File: src/logic/lpc_pkg.sv
// lpc_pkg: register map, field positions, reset values and key for the
// low power mode entry controller.
// assumes a 32-bit classic wishbone slave port and a 50 MHz system clock.
package lpc_pkg;
  // register byte offsets
  localparam logic [7:0] LPC_CORE0_CTRL_OFS = 8'h00;
  localparam logic [7:0] LPC_CORE1_CTRL_OFS = 8'h04;
  localparam logic [7:0] LPC_PWR_CTRL_OFS = 8'h08;
  localparam logic [7:0] LPC_HIB_CTRL_OFS = 8'h0c;
  localparam logic [7:0] LPC_HIB_DATA_OFS = 8'h10;
  localparam int LPC_ADDR_W = 8;

  // core sleep control fields
  localparam int LPC_AFTER_HANDLER_BIT = 1;
  localparam int LPC_DEEP_SEL_BIT = 2;
  localparam int LPC_WAKE_PEND_BIT = 4;

  // power control fields
  localparam int LPC_ULP_MODE_BIT = 0;
  localparam int LPC_READY_BIT = 5;
  localparam int LPC_SYS_STATE_LSB = 8;
  localparam int LPC_CORE_DEEP_LSB = 12;

  // hibernation control fields
  localparam int LPC_TAG_LSB = 0;
  localparam int LPC_TAG_W = 8;
  localparam int LPC_KEY_LSB = 8;
  localparam int LPC_KEY_W = 8;
  localparam int LPC_FREEZE_BIT = 17;
  localparam int LPC_ALARM_MASK_BIT = 18;
  localparam int LPC_POL_LSB = 20;
  localparam int LPC_PIN_MASK_LSB = 24;
  localparam int LPC_PINS = 4;
  localparam int LPC_HIB_REQ_BIT = 31;
  localparam logic [7:0] LPC_UNLOCK_KEY = 8'h3a;

  // reset values
  localparam logic [31:0] LPC_CORE_CTRL_RST = 32'h0000_0000;
  localparam logic [31:0] LPC_HIB_CTRL_RST = 32'h0000_0000;
  localparam logic [31:0] LPC_HIB_DATA_RST = 32'h0000_0000;

  // per-core sleep states
  typedef enum logic [1:0] {
    LPC_CORE_RUN,
    LPC_CORE_SLEEP,
    LPC_CORE_DEEP,
    LPC_CORE_HANDLER
  } lpc_core_state_t;

  // system power states
  typedef enum logic [1:0] {
    LPC_SYS_ACTIVE,
    LPC_SYS_DEEP,
    LPC_SYS_HIB
  } lpc_sys_state_t;
endpackage

File: src/logic/lpc_core.sv
// lpc_core: sleep state of one cpu core and its clock gate.
// assumes wait, handler-done and interrupt inputs are on clk_i already.
`timescale 1ns/100ps
`default_nettype none
module lpc_core
  import lpc_pkg::*;
(
  // clock and reset
  input wire logic clk_i,
  input wire logic rst_i,
  // sleep configuration
  input wire logic deep_sel_i,
  input wire logic after_handler_i,
  input wire logic wake_on_pend_i,
  // core events
  input wire logic wait_i,
  input wire logic handler_done_i,
  input wire logic irq_enabled_i,
  input wire logic irq_pending_i,
  input wire logic deep_irq_i,
  input wire logic sys_deep_i,
  // state out
  output logic clk_en_o,
  output logic deep_req_o
);
  lpc_core_state_t state_q, state_d;
  logic wake_any;
  logic wake_deep;

  // normal wake: enabled source, or any pending one when asked
  assign wake_any = irq_enabled_i | (wake_on_pend_i & irq_pending_i);
  // in system deep sleep only deep capable sources reach the core
  assign wake_deep = deep_irq_i | (!sys_deep_i & wake_any);

  // next state
  always_comb begin
    state_d = state_q;
    case (state_q)
      LPC_CORE_RUN: begin
        if (wait_i) begin
          state_d = deep_sel_i ? LPC_CORE_DEEP : LPC_CORE_SLEEP;
        end
      end
      LPC_CORE_SLEEP: begin
        if (wake_any) begin
          state_d = after_handler_i ? LPC_CORE_HANDLER : LPC_CORE_RUN;
        end
      end
      LPC_CORE_DEEP: begin
        if (wake_deep) begin
          state_d = after_handler_i ? LPC_CORE_HANDLER : LPC_CORE_RUN;
        end
      end
      LPC_CORE_HANDLER: begin
        // back to sleep once serviced, never to application code
        if (handler_done_i) begin
          state_d = deep_sel_i ? LPC_CORE_DEEP : LPC_CORE_SLEEP;
        end
      end
      default: state_d = LPC_CORE_RUN;
    endcase
  end

  // state register; outputs follow the state for glitch-free gating
  always_ff @(posedge clk_i) begin
    if (rst_i) begin
      state_q <= LPC_CORE_RUN;
    end else begin
      state_q <= state_d;
    end
  end

  assign clk_en_o = (state_q == LPC_CORE_RUN) || (state_q == LPC_CORE_HANDLER);
  assign deep_req_o = (state_q == LPC_CORE_DEEP);
endmodule
`default_nettype wire

File: src/logic/lpc_ctrl.sv
// lpc_ctrl: low power mode entry controller for a two-core device.
// assumes a classic wishbone master on clk_i, core events on clk_i and
// wake pins / alarm arriving asynchronously.
//
// The implementer's own choices: the placing of the registers and the Wishbone register port.
`timescale 1ns/100ps
`default_nettype none
module lpc_ctrl
  import lpc_pkg::*;
#(
  parameter int NUM_CORES = 2
) (
  // clock and reset
  input wire logic clk_i,
  input wire logic rst_i,
  // wishbone slave
  input wire logic wb_cyc_i,
  input wire logic wb_stb_i,
  input wire logic wb_we_i,
  input wire logic [LPC_ADDR_W-1:0] wb_adr_i,
  input wire logic [3:0] wb_sel_i,
  input wire logic [31:0] wb_dat_i,
  output logic [31:0] wb_dat_o,
  output logic wb_ack_o,
  // core events, one bit per core
  input wire logic [NUM_CORES-1:0] wait_i,
  input wire logic [NUM_CORES-1:0] handler_done_i,
  input wire logic [NUM_CORES-1:0] irq_enabled_i,
  input wire logic [NUM_CORES-1:0] irq_pending_i,
  input wire logic [NUM_CORES-1:0] deep_irq_i,
  // power status and wake sources
  input wire logic ready_i,
  input wire logic [LPC_PINS-1:0] wake_pin_i,
  input wire logic wake_alarm_i,
  // power and clock controls
  output logic [NUM_CORES-1:0] core_clk_en_o,
  output logic hf_clk_en_o,
  output logic lf_clk_en_o,
  output logic retention_o,
  output logic nonret_rst_o,
  output logic active_reg_en_o,
  output logic deep_reg_en_o,
  output logic ulp_mode_o,
  output logic io_freeze_o,
  output logic device_rst_o
);
  // the system fsm is written for exactly two cores
  if (NUM_CORES != 2) begin : g_bad_cores
    $error("lpc_ctrl supports exactly two cores");
  end

  // merge a write into a word under byte enables, used for every register but the power control
  function automatic logic [31:0] wb_merge(input logic [31:0] old,
                                           input logic [31:0] wdata,
                                           input logic [3:0] sel);
    logic [31:0] res;
    res = old;
    for (int b = 0; b < 4; b++) begin
      if (sel[b]) begin
        res[b*8 +: 8] = wdata[b*8 +: 8];
      end
    end
    return res;
  endfunction

  // ---- register state ----
  logic [31:0] core_ctrl_q [NUM_CORES];
  logic [31:0] core_ctrl_d [NUM_CORES];
  logic ulp_q, ulp_d;
  logic [31:0] hib_q, hib_d;
  logic [31:0] hib_data_q, hib_data_d;
  logic [31:0] rdata_q, rdata_d;
  logic ack_q, ack_d;
  logic access;
  logic wr;

  // ---- system state ----
  lpc_sys_state_t sys_q, sys_d;
  logic [NUM_CORES-1:0] deep_req;
  logic [NUM_CORES-1:0] core_clk_en;
  logic [LPC_PINS-1:0] pin_s1_q, pin_s2_q;
  logic alarm_s1_q, alarm_s2_q;
  logic hib_wake;
  logic wake_from_hib;
  logic any_deep_irq;
  logic [NUM_CORES-1:0] clk_en_q;
  logic hf_q, lf_q, ret_q, nrr_q, areg_q, dreg_q, drst_q;
  logic hf_d, lf_d, ret_d, nrr_d, areg_d, dreg_d, drst_d;

  // one access per request; ack drops in the cycle after it was given
  assign access = wb_cyc_i & wb_stb_i & !ack_q;
  assign wr = access & wb_we_i;

  // per-core sleep machines
  for (genvar c = 0; c < NUM_CORES; c++) begin : g_core
    lpc_core u_core (
      .clk_i(clk_i),
      .rst_i(rst_i),
      .deep_sel_i(core_ctrl_q[c][LPC_DEEP_SEL_BIT]),
      .after_handler_i(core_ctrl_q[c][LPC_AFTER_HANDLER_BIT]),
      .wake_on_pend_i(core_ctrl_q[c][LPC_WAKE_PEND_BIT]),
      .wait_i(wait_i[c]),
      .handler_done_i(handler_done_i[c]),
      .irq_enabled_i(irq_enabled_i[c]),
      .irq_pending_i(irq_pending_i[c]),
      .deep_irq_i(deep_irq_i[c]),
      .sys_deep_i(sys_q == LPC_SYS_DEEP),
      .clk_en_o(core_clk_en[c]),
      .deep_req_o(deep_req[c])
    );
  end

  // register writes and read mux
  always_comb begin
    logic [31:0] hib_w;
    logic [7:0] key_eff;
    hib_w = wb_merge(hib_q, wb_dat_i, wb_sel_i);
    key_eff = hib_w[LPC_KEY_LSB +: LPC_KEY_W];
    for (int c = 0; c < NUM_CORES; c++) begin
      core_ctrl_d[c] = core_ctrl_q[c];
    end
    ulp_d = ulp_q;
    hib_d = hib_q;
    hib_data_d = hib_data_q;
    rdata_d = rdata_q;
    ack_d = access;
    if (wr) begin
      case (wb_adr_i)
        LPC_CORE0_CTRL_OFS: core_ctrl_d[0] = wb_merge(core_ctrl_q[0], wb_dat_i, wb_sel_i);
        LPC_CORE1_CTRL_OFS: core_ctrl_d[1] = wb_merge(core_ctrl_q[1], wb_dat_i, wb_sel_i);
        LPC_PWR_CTRL_OFS: begin
          if (wb_sel_i[0]) begin
            ulp_d = wb_dat_i[LPC_ULP_MODE_BIT];
          end
        end
        LPC_HIB_CTRL_OFS: begin
          hib_d = hib_w;
          // guarded bits move only under the unlock key
          if (key_eff != LPC_UNLOCK_KEY) begin
            hib_d[LPC_FREEZE_BIT] = hib_q[LPC_FREEZE_BIT];
            hib_d[LPC_HIB_REQ_BIT] = hib_q[LPC_HIB_REQ_BIT];
          end
        end
        LPC_HIB_DATA_OFS: hib_data_d = wb_merge(hib_data_q, wb_dat_i, wb_sel_i);
        default: ;
      endcase
    end
    // a wake consumes the hibernate request; freeze is left set
    if (wake_from_hib) begin
      hib_d[LPC_HIB_REQ_BIT] = 1'b0;
    end
    if (access && !wb_we_i) begin
      case (wb_adr_i)
        LPC_CORE0_CTRL_OFS: rdata_d = core_ctrl_q[0];
        LPC_CORE1_CTRL_OFS: rdata_d = core_ctrl_q[1];
        LPC_PWR_CTRL_OFS: begin
          rdata_d = 32'h0000_0000;
          rdata_d[LPC_ULP_MODE_BIT] = ulp_q;
          rdata_d[LPC_READY_BIT] = ready_i;
          rdata_d[LPC_SYS_STATE_LSB +: 2] = sys_q;
          rdata_d[LPC_CORE_DEEP_LSB +: NUM_CORES] = deep_req;
        end
        LPC_HIB_CTRL_OFS: rdata_d = hib_q;
        LPC_HIB_DATA_OFS: rdata_d = hib_data_q;
        default: rdata_d = 32'h0000_0000; // unmapped reads as zero
      endcase
    end
  end

  // register file flops
  always_ff @(posedge clk_i) begin
    if (rst_i) begin
      for (int c = 0; c < NUM_CORES; c++) begin
        core_ctrl_q[c] <= LPC_CORE_CTRL_RST;
      end
      ulp_q <= 1'b0;
      hib_q <= LPC_HIB_CTRL_RST;
      hib_data_q <= LPC_HIB_DATA_RST;
      rdata_q <= 32'h0000_0000;
      ack_q <= 1'b0;
    end else begin
      for (int c = 0; c < NUM_CORES; c++) begin
        core_ctrl_q[c] <= core_ctrl_d[c];
      end
      ulp_q <= ulp_d;
      hib_q <= hib_d;
      hib_data_q <= hib_data_d;
      rdata_q <= rdata_d;
      ack_q <= ack_d;
    end
  end

  // wake pins and alarm cross in through two flops each
  always_ff @(posedge clk_i) begin
    if (rst_i) begin
      pin_s1_q <= '0;
      pin_s2_q <= '0;
      alarm_s1_q <= 1'b0;
      alarm_s2_q <= 1'b0;
    end else begin
      pin_s1_q <= wake_pin_i;
      pin_s2_q <= pin_s1_q;
      alarm_s1_q <= wake_alarm_i;
      alarm_s2_q <= alarm_s1_q;
    end
  end

  // polarity flips a pin to active level, mask bit set enables it
  assign hib_wake = |((pin_s2_q ~^ hib_q[LPC_POL_LSB +: LPC_PINS])
                      & hib_q[LPC_PIN_MASK_LSB +: LPC_PINS])
                    | (alarm_s2_q & hib_q[LPC_ALARM_MASK_BIT]);
  assign wake_from_hib = (sys_q == LPC_SYS_HIB) && hib_wake;
  assign any_deep_irq = |deep_irq_i;

  // system power state and its controls
  always_comb begin
    sys_d = sys_q;
    case (sys_q)
      LPC_SYS_ACTIVE: begin
        if (hib_q[LPC_HIB_REQ_BIT]) begin
          sys_d = LPC_SYS_HIB;
        end else if ((&deep_req) && ready_i) begin
          sys_d = LPC_SYS_DEEP;
        end
      end
      LPC_SYS_DEEP: begin
        if (any_deep_irq) begin
          sys_d = LPC_SYS_ACTIVE;
        end
      end
      LPC_SYS_HIB: begin
        if (hib_wake) begin
          sys_d = LPC_SYS_ACTIVE;
        end
      end
      default: sys_d = LPC_SYS_ACTIVE;
    endcase
    // controls follow the next state so they change with the state flop
    hf_d = (sys_d == LPC_SYS_ACTIVE);
    lf_d = (sys_d != LPC_SYS_HIB);
    ret_d = (sys_d != LPC_SYS_ACTIVE);
    nrr_d = (sys_d != LPC_SYS_ACTIVE);
    areg_d = (sys_d == LPC_SYS_ACTIVE);
    dreg_d = (sys_d == LPC_SYS_DEEP);
    drst_d = wake_from_hib;
  end

  // system flops; the core clock enables and the clock, regulator, retention and reset outputs come from here
  always_ff @(posedge clk_i) begin
    if (rst_i) begin
      sys_q <= LPC_SYS_ACTIVE;
      clk_en_q <= '1;
      hf_q <= 1'b1;
      lf_q <= 1'b1;
      ret_q <= 1'b0;
      nrr_q <= 1'b0;
      areg_q <= 1'b1;
      dreg_q <= 1'b0;
      drst_q <= 1'b0;
    end else begin
      sys_q <= sys_d;
      clk_en_q <= core_clk_en;
      hf_q <= hf_d;
      lf_q <= lf_d;
      ret_q <= ret_d;
      nrr_q <= nrr_d;
      areg_q <= areg_d;
      dreg_q <= dreg_d;
      drst_q <= drst_d;
    end
  end

  assign wb_dat_o = rdata_q;
  assign wb_ack_o = ack_q;
  assign core_clk_en_o = clk_en_q;
  assign hf_clk_en_o = hf_q;
  assign lf_clk_en_o = lf_q;
  assign retention_o = ret_q;
  assign nonret_rst_o = nrr_q;
  assign active_reg_en_o = areg_q;
  assign deep_reg_en_o = dreg_q;
  assign ulp_mode_o = ulp_q; // previous mode is kept across deep sleep
  assign io_freeze_o = hib_q[LPC_FREEZE_BIT];

  // ---- checks ----
  shallow_gate_a: assert property (@(posedge clk_i) disable iff (rst_i)
    (g_core[0].u_core.state_q == LPC_CORE_RUN) && wait_i[0]
      && !core_ctrl_q[0][LPC_DEEP_SEL_BIT] |=> ##1 !core_clk_en_o[0])
    else $error("core 0 clock not gated after shallow wait");
  handler_return_a: assert property (@(posedge clk_i) disable iff (rst_i)
    (g_core[0].u_core.state_q == LPC_CORE_HANDLER) && handler_done_i[0]
      |=> g_core[0].u_core.state_q != LPC_CORE_RUN)
    else $error("core resumed application after handler");
  pend_wake_a: assert property (@(posedge clk_i) disable iff (rst_i)
    (g_core[0].u_core.state_q == LPC_CORE_SLEEP) && irq_pending_i[0]
      && core_ctrl_q[0][LPC_WAKE_PEND_BIT] |=> ##1 core_clk_en_o[0])
    else $error("pending interrupt did not wake core");
  one_deep_a: assert property (@(posedge clk_i) disable iff (rst_i)
    (sys_q == LPC_SYS_ACTIVE) && (deep_req != 2'b11) && !hib_q[LPC_HIB_REQ_BIT]
      |=> sys_q == LPC_SYS_ACTIVE)
    else $error("system left active with one core awake");
  deep_entry_a: assert property (@(posedge clk_i) disable iff (rst_i)
    (sys_q == LPC_SYS_ACTIVE) && (&deep_req) && ready_i && !hib_q[LPC_HIB_REQ_BIT]
      |=> sys_q == LPC_SYS_DEEP)
    else $error("no system deep sleep entry");
  deep_ctrls_a: assert property (@(posedge clk_i) disable iff (rst_i)
    sys_q == LPC_SYS_DEEP |-> !hf_clk_en_o && retention_o && nonret_rst_o
      && !active_reg_en_o && deep_reg_en_o)
    else $error("deep sleep controls wrong");
  deep_exit_a: assert property (@(posedge clk_i) disable iff (rst_i)
    (sys_q == LPC_SYS_DEEP) && any_deep_irq |=> hf_clk_en_o && active_reg_en_o
      && !retention_o && !nonret_rst_o && $stable(ulp_mode_o))
    else $error("deep sleep exit controls wrong");
  key_guard_a: assert property (@(posedge clk_i) disable iff (rst_i)
    wr && (wb_adr_i == LPC_HIB_CTRL_OFS)
      && ((wb_sel_i[1] ? wb_dat_i[LPC_KEY_LSB +: LPC_KEY_W]
        : hib_q[LPC_KEY_LSB +: LPC_KEY_W]) != LPC_UNLOCK_KEY) |=> $stable(io_freeze_o))
    else $error("freeze changed without key");
  hib_clocks_a: assert property (@(posedge clk_i) disable iff (rst_i)
    sys_q == LPC_SYS_HIB |-> !lf_clk_en_o && !hf_clk_en_o)
    else $error("clocks running in hibernate");
  hib_wake_a: assert property (@(posedge clk_i) disable iff (rst_i)
    wake_from_hib |=> device_rst_o && io_freeze_o == $past(io_freeze_o)
      ##1 !device_rst_o)
    else $error("hibernate wake reset wrong");
  deep_req_a: assert property (@(posedge clk_i) disable iff (rst_i)
    (g_core[0].u_core.state_q == LPC_CORE_RUN) && wait_i[0]
      && core_ctrl_q[0][LPC_DEEP_SEL_BIT] |=> deep_req[0])
    else $error("deep core makes no request");
  bus_ack_a: assert property (@(posedge clk_i) disable iff (rst_i)
    wb_cyc_i && wb_stb_i && !wb_ack_o |=> wb_ack_o ##1 !wb_ack_o)
    else $error("wishbone ack timing wrong");

  sys_deep_c: cover property (@(posedge clk_i) disable iff (rst_i)
    sys_q == LPC_SYS_ACTIVE ##1 sys_q == LPC_SYS_DEEP);
  hib_round_c: cover property (@(posedge clk_i) disable iff (rst_i)
    sys_q == LPC_SYS_HIB ##1 device_rst_o);
  handler_c: cover property (@(posedge clk_i) disable iff (rst_i)
    g_core[1].u_core.state_q == LPC_CORE_HANDLER ##1
      g_core[1].u_core.state_q == LPC_CORE_SLEEP);
  deep_exit_c: cover property (@(posedge clk_i) disable iff (rst_i)
    sys_q == LPC_SYS_DEEP ##1 sys_q == LPC_SYS_ACTIVE);

  assign device_rst_o = drst_q;
endmodule
`default_nettype wire

File: config.mk
export PLATFORM = sky130hd
export DESIGN_NAME = lpc_ctrl
export DESIGN_NICKNAME = d
export VERILOG_FILES = /design/src/logic/lpc_pkg.sv /design/src/logic/lpc_core.sv /design/src/logic/lpc_ctrl.sv
export SDC_FILE = /design/constraint.sdc
export NUM_CORES = 1
export LEC_CHECK = 0
export BUFFER_PORTS_ARGS = -buffer_cell sky130_fd_sc_hd__buf_4
export CORE_ASPECT_RATIO = 1.75
export CORE_MARGIN = 2
export CORE_UTILIZATION = 55
export CTS_BUF_LIST = sky130_fd_sc_hd__clkbuf_16
export DETAILED_ROUTE_END_ITERATION = 8
export PLACE_DENSITY_LB_ADDON = 0.15
export SLEW_MARGIN = 20
export SYNTH_ARGS = -nofsm -noshare
export SYNTH_HDL_FRONTEND = slang
export SYNTH_HIERARCHICAL = 1
export SYNTH_SLANG_ARGS = --single-unit
File: constraint.sdc
create_clock -name clk_i -period 3.6 [get_ports clk_i]
set_input_delay 0.54 -clock clk_i [delete_from_list [all_inputs] [get_ports clk_i]]
set_output_delay 0.54 -clock clk_i [all_outputs]
set_load 0.1 [all_outputs]
==> results of run 1 <==
-- Yosys cell counts, drive strengths merged --
cell,instances
and2,5
xnor2,4
and4bb,1
a32oi,27
a2bb2oi,26
a222oi,1
a2111oi,4
buf,19
nor3b,1
inv,18
a21boi,1
a21o,2
clkbuf,40
a211oi,4
nor4b,7
o22ai,8
dfxtp,185
a22oi,33
o21ai,33
nand3,1
nand2b,1
nand3b,1
or2,5
nor4bb,5
and4,2
and4b,6
and3,6
nor3,3
nor2b,12
nand4,11
nand2,69
nor4,3
mux2i,141
a22o,2
ha,8
or4,1
a21oi,11
nand4b,4
nor2,103
a31oi,2
-- power by group through the flow --
stage / registers, W / logic, W / clock network [W]
finish: 0.00214 / 0.000687 / 0.00176
global route: 0.00214 / 0.000725 / 0.00187
CTS: 0.00214 / 0.000686 / 0.00178
detailed placement: 0.00218 / 0.000684 / 0
global placement: 0.00218 / 0.000667 / 0
floorplan: 0.00235 / 0.000327 / 0
-- per-stage QoR --
| step | total power [W] | utilization (%) | cells |
|---|---|---|---|
| 2_1_floorplan | 0.00267 | - | 816 |
| 3_3_place_gp | 0.00285 | 61.8 | 1055 |
| 3_5_place_dp | 0.00287 | 61.8 | 1055 |
| 4_1_cts | 0.00460 | 65.6 | 1087 |
| 5_1_grt | 0.00473 | 65.6 | 1087 |
| 6_report | 0.00459 | 65.6 | 1087 |
-- layer usage --
metal / vias up / global-route usage, % / share of wire, %
li1: 3105 / - / -
met2: 205 / 49.4 / 53
met5: - / 0 / 0
met4: 0 / 10.8 / 2.6
met1: 3125 / 30.5 / 39
met3: 38 / 4.45 / 5.0
-- kinds of logic (layout without fill, tap and decap cells) --
family | count (synthesis) | after routing | share of synthesized area (%)
xor+xnor | 4 | 4 | 0.437
mux | 141 | 141 | 17.6
compound gates | 154 | 154 | 13.9
flops | 185 | 185 | 46.1
buf+inv | 77 | 168 | 4.82
fa+ha+maj | 8 | 8 | 1.25
simple gates | 247 | 247 | 15.9
-- registers in the layout, summed over array words and instances (netlist names) --
| signal | count |
|---|---|
| wb_dat_o | 32 |
| alarm_s2_q | 1 |
| pin_s2_q | 4 |
| core_clk_en_o | 2 |
| deep_reg_en_o | 1 |
| ulp_mode_o | 1 |
| core_ctrl_q | 64 |
| g_core.u_core/state_q | 4 |
| pin_s1_q | 4 |
| lf_clk_en_o | 1 |
| sys_q | 2 |
| wb_ack_o | 1 |
| nonret_rst_o | 1 |
| hib_q | 32 |
| hib_data_q | 32 |
| active_reg_en_o | 1 |
| alarm_s1_q | 1 |
| device_rst_o | 1 |
-- final cells by class --
class | count | area (um2) | area share [%]
Multi-Input combinational cell | 554 | 3950 | 42.1
Inverter | 18 | 67.6 | 0.720
Sequential cell | 185 | 3700 | 39.5
Clock buffer | 17 | 425 | 4.53
Clock inverter | 15 | 126 | 1.35
Tap cell | 180 | 225 | 2.40
Timing Repair Buffer | 118 | 886 | 9.44
-- final timing paths --
| kind | from | end | slack [ns] | cells after the start |
|---|---|---|---|---|
| setup / recovery | wb_ack_o | hib_q[17] | 1.25 | 4 |
| setup reg to reg | wb_ack_o | hib_q[17] | 1.25 | 4 |
| hold reg to reg | pin_s1_q[0] | pin_s2_q[0] | 0.45 | 1 |
| hold / removal | wake_alarm_i | alarm_s1_q | 0.33 | 2 |
==> impl_metrics.env, run 1 <==
export IMPL_status="completed"
export IMPL_period_needed_ns=2.35
export IMPL_crit_fanout=11
export IMPL_ctsHoldBuffers=0
export IMPL_die_x_um=95.3
export IMPL_hold_path_class="in -> reg"
export IMPL_switching_share_pct=29.1
export IMPL_crit_chain="and4b_1 -> nand4_1 -> a21oi_1 -> mux2i_1"
export IMPL_syn2layout_area_growth_pct=16.9
export IMPL_final_common_cell="dfxtp_1"
export IMPL_synth_seq_area_share_pct=46.1
export IMPL_syn_avg_cell_area_um2=9.83
export IMPL_cts_max_level=4
export IMPL_critPathTopFamily="simple AND/OR/NAND/NOR gates"
export IMPL_cts_reportedPaths_clkPinSlew_ns=0.07
export IMPL_drive_gt1_share_pct=18.7
export IMPL_antenna_cells=0
export IMPL_hold_viol=0
export IMPL_power_frac_clock_pct=38.4
export IMPL_place_hpwl_mm=14.2
export IMPL_die_area_mm2=0.0156
export IMPL_final_cell_mix="185 x dfxtp_1, 141 x mux2i_1, 118 x buf_4, 102 x nor2_1, 69 x nand2_1"
export IMPL_p_int_w=0.00325
export IMPL_worst_pin_slew_ns=1.00
export IMPL_cts_setup_buffers=0
export IMPL_wl_per_cell_um=19.3
export IMPL_setup_slack_ns=1.25
export IMPL_ant_nets=0
export IMPL_syn_area_mm2=0.00803
export IMPL_critPathMaxStageDelay_ns=0.68
export IMPL_yosys_warnings=6
export IMPL_core_area_mm2=0.0143
export IMPL_grt_overflow=0
export IMPL_syn_instance_count=816
export IMPL_finalWeightedCongestion=0.837
export IMPL_fmax_mhz=425
export IMPL_grt_pass1_vias=6455
export IMPL_final_setup_skew_ns=0.00976
export IMPL_slowest_stage="and4b_1"
export IMPL_synth_area_top_cells="dfxtp_1 46%, mux2i_1 18%, nor2_1 4.8%"
export IMPL_rows=58
export IMPL_grt_max_degree=80
export IMPL_clk_latency_ns=0.42
export IMPL_cts_sinks=185
export IMPL_required_ns=3.95
export IMPL_nFillCells=1143
export IMPL_power_frac_seq_pct=46.6
export IMPL_whs_ns=0.330
export IMPL_clock_path_buffers=2
export IMPL_worst_path_buf_inv=0
export IMPL_synth_top_area_share_pct=46.1
export IMPL_drt_first_pass_iters=5
export IMPL_maxSlewHeadroom_pct=33.2
export IMPL_p_switching_w=0.00133
export IMPL_root_buffer="clkbuf_16"
export IMPL_portBuffers=108
export IMPL_cp_start_kind="flop"
export IMPL_die_h_um=164
export IMPL_cts_resized=0
export IMPL_ir_drop_mv=0.524
export IMPL_grt_pass1_wl_mm=32.8
export IMPL_combPwrFrac_pct=15.0
export IMPL_worstPathArrival_ns=2.70
export IMPL_pin_count=109
export IMPL_drt_wl_total_mm=21.0
export IMPL_layout_nets=967
export IMPL_cts_buffers=17
export IMPL_rsz0062_at_grt="no"
export IMPL_finalSetupViolations=0
export IMPL_drv_slew=0
export IMPL_syn_nets=889
export IMPL_cts_tree="yes"
export IMPL_drt_iter0_drc=441
export IMPL_viasPerCell=5.95
export IMPL_min_period_over_period_pct=65.3
export IMPL_yosysUniqueCellTypes=48
export IMPL_placed_cell_area_mm2=0.00883
export IMPL_cap_violations=0
export IMPL_leakage_nw=4.23
export IMPL_start_util_pct=56.1
export IMPL_antenna_found_initial=0
export IMPL_synth_top_cell_by_area="dfxtp_1"
export IMPL_path_class="reg -> reg"
export IMPL_synth_seq_cells=185
export IMPL_route_vias_total=6473
export IMPL_finalInstanceArea_mm2=0.00938
export IMPL_critical_path_endpoint_type="flop"
export IMPL_setup_tns_ns=0
export IMPL_pre_cts_ws_ns=0.943
export IMPL_grtUsageTotal_pct=27.0
export IMPL_drc=0
export IMPL_power_density_mw_per_mm2=489
Power figures use the tool's default switching activity.
==> run 2: changes to the inputs <==
==> constraint.sdc (replaced) <==
create_clock -name clk_i -period 2.2 [get_ports clk_i]
set_input_delay 0.33 -clock clk_i [delete_from_list [all_inputs] [get_ports clk_i]]
set_output_delay 0.33 -clock clk_i [all_outputs]
set_load 0.1 [all_outputs]
==> run 2 against run 1 <==
Clock power increased by 70%. Power increased by 67%. Sequential power increased by 64%. Register-to-register slack got worse by 0.94 ns. Combinational power increased by 66%. Cell count increased by 1.5%. Worst setup slack got worse by 0.94 ns. Die area unchanged. Sequential share of layout area decreased by 0.85 points. Via count increased by 2.6%. Utilization increased by 1.5 points.
==> impl_metrics.env, run 2 (synthesis results as in run 1) <==
export IMPL_min_period_over_period_pct=86.1
export IMPL_grt_max_degree=76
export IMPL_finalSetupViolations=0
export IMPL_root_buffer="clkbuf_16"
export IMPL_drive_gt1_share_pct=20.3
export IMPL_cts_setup_buffers=0
export IMPL_largest_reg_flops=64
export IMPL_portBuffers=108
export IMPL_syn2layout_area_growth_pct=19.5
export IMPL_nFillCells=1153
export IMPL_period_needed_ns=1.89
export IMPL_core_area_mm2=0.0143
export IMPL_finish_utilization_pct=67.1
export IMPL_cts_reportedPaths_clkPinSlew_ns=0.07
export IMPL_place_hpwl_mm=14.9
export IMPL_final_cell_mix="184 x dfxtp_1, 141 x mux2i_1, 129 x buf_4, 102 x nor2_1, 69 x nand2_1"
export IMPL_wl_per_cell_um=19.5
export IMPL_die_h_um=164
export IMPL_layout_nets=983
export IMPL_final_common_cell="dfxtp_1"
export IMPL_die_area_mm2=0.0156
export IMPL_setup_tns_ns=0
export IMPL_grtUsageTotal_pct=28.4
export IMPL_whs_ns=0.117
export IMPL_pin_count=109
export IMPL_start_util_pct=56.1
export IMPL_cts_max_level=4
export IMPL_cts_sinks=185
export IMPL_final_setup_skew_ns=0.00854
export IMPL_hold_viol=0
export IMPL_finalWeightedCongestion=0.862
export IMPL_drv_slew=0
export IMPL_drt_iter0_drc=416
export IMPL_grt_overflow=0
export IMPL_die_x_um=95.3
export IMPL_final_cell_count_no_fill=1103
export IMPL_ctsHoldBuffers=0
export IMPL_drc=0
export IMPL_cts_buffers=17
export IMPL_ir_drop_mv=0.816
export IMPL_cts_resized=0
export IMPL_drt_first_pass_iters=5
export IMPL_crit_fanout=15
export IMPL_path_class="reg -> reg"
export IMPL_status="completed"
export IMPL_setup_slack_ns=0.306
export IMPL_ant_nets=0
export IMPL_worstPathArrival_ns=2.23
export IMPL_drt_wl_total_mm=21.5
export IMPL_viasPerCell=6.02
export IMPL_clk_latency_ns=0.43
export IMPL_cap_violations=0
export IMPL_antenna_found_initial=0
export IMPL_grt_pass1_wl_mm=34.3
export IMPL_dp_cells=1071
export IMPL_route_vias_total=6641
export IMPL_leakage_nw=4.35
export IMPL_critical_path_endpoint_type="flop"
export IMPL_maxSlewHeadroom_pct=40.7
export IMPL_cp_start_kind="flop"
export IMPL_antenna_cells=0
export IMPL_pre_cts_ws_ns=0.135
export IMPL_worst_pin_slew_ns=0.889
export IMPL_required_ns=2.54
export IMPL_cts_tree="yes"
export IMPL_power_density_mw_per_mm2=798
export IMPL_top_register="core_ctrl_q"
export IMPL_rows=58
export IMPL_grt_pass1_vias=6752
export IMPL_fmax_mhz=528
export IMPL_rsz0062_at_grt="no"
export IMPL_clock_path_buffers=2
export IMPL_hold_path_class="in -> reg"
==> run 2: changes by cell type in the layout (fill, tap and decap cells not counted) <==
cell and delta:
buf_12 +5, buf_4 +11, bufinv_16 +1, clkinv_1 -1
clkinvlp_4 -1, dfxtp_1 -1, dfxtp_2 +1, inv_1 +1
inv_6 -1, inv_8 +1
==> run 2: worst paths after layout <==
kind / start / endpoint / slack, ns / depth (start not counted)
max reg2reg: wb_ack_o / wb_dat_o[14] / 0.31 / 5
min: wake_alarm_i / alarm_s1_q / 0.12 / 2
min reg2reg: wb_ack_o / wb_ack_o / 0.45 / 1
max: wb_ack_o / wb_dat_o[14] / 0.31 / 5
==> run 2: metrics by stage <==
stage | cell area [um2] | total power (W)
6_report | 9590 | 0.00765
5_1_grt | 9590 | 0.00789
4_1_cts | 9590 | 0.00767
3_5_place_dp | 9020 | 0.00471
3_3_place_gp | 9020 | 0.00467
2_1_floorplan | 8030 | 0.00437
==> run 2: report_power, final <==
group / switching [W] / internal (W) / total, W
logic: 0.000801 / 0.000343 / 0.00114
clock network: 0.00133 / 0.00168 / 0.00300
registers: 0.0000685 / 0.00343 / 0.00350
==> run 2: worst max-delay path: stages, from the launching register on <==
cell,delay [ns]
dfxtp_2,0.36
and4bb_1,0.22
nor2_2,0.68
buf_4,0.35
a32oi_1,0.09
o21ai_0,0.11
==> run 2: area by class of cell <==
cell class              count  area [um2]  share of cell area (%)
repair buffers            134        1070                    11.1
well taps                 180         225                    2.35
clock buffers              17         425                    4.43
flip-flops and latches    185        3700                    38.6
inverters                  18        67.6                   0.704
clock inverters            15         151                    1.58
multi-input cells         554        3950                    41.2
==> run 2: per-layer routing <==
metal | track usage, % | routed length, um
met1 | 31.5 | 8160
met2 | 51.7 | 11500
met3 | 5.83 | 1250
met4 | 11.5 | 626
met5 | 0 | 0
==> run 3: changes to the inputs <==
--- a/config.mk
+++ b/config.mk
@@ -12,6 +12,7 @@
 export CTS_BUF_LIST = sky130_fd_sc_hd__clkbuf_16
 export DETAILED_ROUTE_END_ITERATION = 8
 export PLACE_DENSITY_LB_ADDON = 0.15
+export RECOVER_POWER = 25
 export SLEW_MARGIN = 20
 export SYNTH_ARGS = -nofsm -noshare
 export SYNTH_HDL_FRONTEND = slang
==> run 3 against run 2 <==
Utilization down 0.77 points. Cell count unchanged. Routed wire length is essentially flat. Highest routed layer unchanged. Via count barely moved. The flow now finishes with violations (capacitance limit, slew limit). First-iteration DRC count rose by 0.48%. Sequential power barely moved. Critical endpoint unchanged. Sequential share of layout area increased by 0.45 points. Fmax grew 0.87%. Worst setup slack better by 0.016 ns. Power decreased by 0.61%. Combinational power is essentially flat. Worst hold slack gained 0.0028 ns.
==> impl_metrics.env, run 3 (synthesis results as in run 1) <==
export IMPL_cts_resized=0
export IMPL_hold_viol=0
export IMPL_drv_slew=41
export IMPL_p_total_w=0.00760
export IMPL_crit_fanout=15
export IMPL_power_density_mw_per_mm2=802
export IMPL_failed_checks="capacitance limit, slew limit"
export IMPL_grt_overflow=0
export IMPL_cp_depth=5
export IMPL_worstPathArrival_ns=2.22
export IMPL_die_h_um=164
export IMPL_drt_first_pass_iters=5
export IMPL_cts_sinks=185
export IMPL_die_x_um=95.3
export IMPL_clock_path_buffers=2
export IMPL_start_util_pct=56.1
export IMPL_route_vias_total=6645
export IMPL_critPathTopFamily="simple AND/OR/NAND/NOR gates"
export IMPL_crit_chain="and4bb_1 -> nor2_2 -> buf_4 -> a32oi_1 -> o21ai_0"
export IMPL_antenna_found_initial=0
export IMPL_ctsHoldBuffers=0
export IMPL_wl_met1_mm=8.20
export IMPL_drt_wl_total_mm=21.5
export IMPL_worst_path_buf_inv=1
export IMPL_route_met2_wl_mm=11.4
export IMPL_largest_reg_flops=64
export IMPL_wl_met3_mm=1.23
export IMPL_drive_gt1_share_pct=19.8
export IMPL_hold_path_class="in -> reg"
export IMPL_cts_max_level=4
export IMPL_antenna_cells=0
export IMPL_critPathMaxStageDelay_ns=0.67
export IMPL_highest_layer="met4"
export IMPL_cts_buffers=17
export IMPL_r2r_start="wb_ack_o"
export IMPL_hold_path_end="alarm_s1_q"
export IMPL_r2r_slack_ns=0.32
export IMPL_fmax_mhz=533
export IMPL_finalSetupViolations=0
export IMPL_pin_count=109
export IMPL_period_needed_ns=1.88
export IMPL_portBuffers=108
export IMPL_ant_nets=0
export IMPL_worst_pin_slew_ns=1.77
export IMPL_slowest_stage="nor2_2"
export IMPL_cts_setup_buffers=0
export IMPL_whs_ns=0.120
export IMPL_cts_reportedPaths_clkPinSlew_ns=0.07
export IMPL_final_cell_mix="184 x dfxtp_1, 141 x mux2i_1, 102 x nor2_1, 88 x buf_4, 69 x nand2_1"
export IMPL_die_area_mm2=0.0156
export IMPL_viasPerCell=6.02
export IMPL_rr_worst_depth=5
export IMPL_path_class="reg -> reg"
export IMPL_wl_per_cell_um=19.5
export IMPL_finalWeightedCongestion=0.862
export IMPL_drt_iter0_drc=418
export IMPL_cap_violations=1
export IMPL_required_ns=2.54
export IMPL_cp_start_kind="flop"
export IMPL_top_register="core_ctrl_q"
export IMPL_core_area_mm2=0.0143
export IMPL_r2r_end="wb_dat_o[14]"
export IMPL_ir_drop_mv=0.801
export IMPL_leakage_nw=4.31
export IMPL_syn2layout_area_growth_pct=18.2
export IMPL_place_hpwl_mm=14.9
export IMPL_drc=0
export IMPL_min_from="wake_alarm_i"
export IMPL_root_buffer="clkbuf_16"
export IMPL_grt_pass1_vias=6752
export IMPL_final_setup_skew_ns=0.00843
export IMPL_rows=58
export IMPL_clk_latency_ns=0.42
export IMPL_grtUsageTotal_pct=28.4
export IMPL_critical_path_endpoint_type="flop"
export IMPL_status="finished with violations"
export IMPL_maxSlewHeadroom_pct=-17.8
export IMPL_cts_tree="yes"
export IMPL_setup_tns_ns=0
export IMPL_grt_max_degree=76
export IMPL_rsz0062_at_grt="no"
export IMPL_final_common_cell="dfxtp_1"
export IMPL_grt_pass1_wl_mm=34.3
export IMPL_min_period_over_period_pct=85.3
export IMPL_whs_path_depth=2
export IMPL_layout_nets=983
run 3: changes by cell type in the layout (fill, tap and decap cells not counted), sizes merged:
| cell | delta |
|---|---|
| buf | -41 |
| clkbuf | +41 |
run 3: cell type report:
class | instances | area [um2]
fillers | 1185 | 4810
multi-input cells | 554 | 3950
flip-flops and latches | 185 | 3700
repair buffers | 134 | 962
clock buffers | 17 | 425
well taps | 180 | 225
clock inverters | 15 | 151
inverters | 18 | 67.6
run 3: worst max path at each step:
stage | startpoint | slack (ns) | end
2_1_floorplan | wb_ack_o | 0.23 | core_ctrl_q[0][10]
3_3_place_gp | wb_adr_i[0] | 0.22 | hib_data_q[19]
3_5_place_dp | wb_adr_i[0] | 0.14 | hib_data_q[30]
4_1_cts | wb_ack_o | 0.33 | wb_dat_o[14]
5_1_grt | rst_i | 0.14 | pin_s1_q[2]
6_report | wb_ack_o | 0.32 | wb_dat_o[14]
run 3: metrics by stage:
step	cells	util [%]	area [um2]	setup WS (ns)
global placement	1071	63.1	9020	0.222
detailed placement	1071	63.1	9020	0.135
finish	1103	66.3	9480	0.322
floorplan	816	-	8030	0.230
CTS	1103	67.1	9590	0.328
global route	1103	66.3	9480	0.141
run 3: power by group:
part	switching (W)	leakage, nW	internal (W)
Combinational	0.000801	2.52	0.000309
Clock	0.00132	0.286	0.00168
Sequential	0.0000661	1.50	0.00343
Total	0.00219	4.31	0.00542
run 3: worst reg2reg max path: stages, from the launching register on:
cell      delay (ns)
dfxtp_2         0.36
and4bb_1        0.22
nor2_2          0.67
buf_4           0.35
a32oi_1         0.09
o21ai_0         0.11
run 3: layer usage:
layer	global-route usage, %	vias to the layer above
li1	-	3130
met5	0	-
met2	51.7	227
met4	11.5	0
met3	5.83	41
met1	31.5	3247
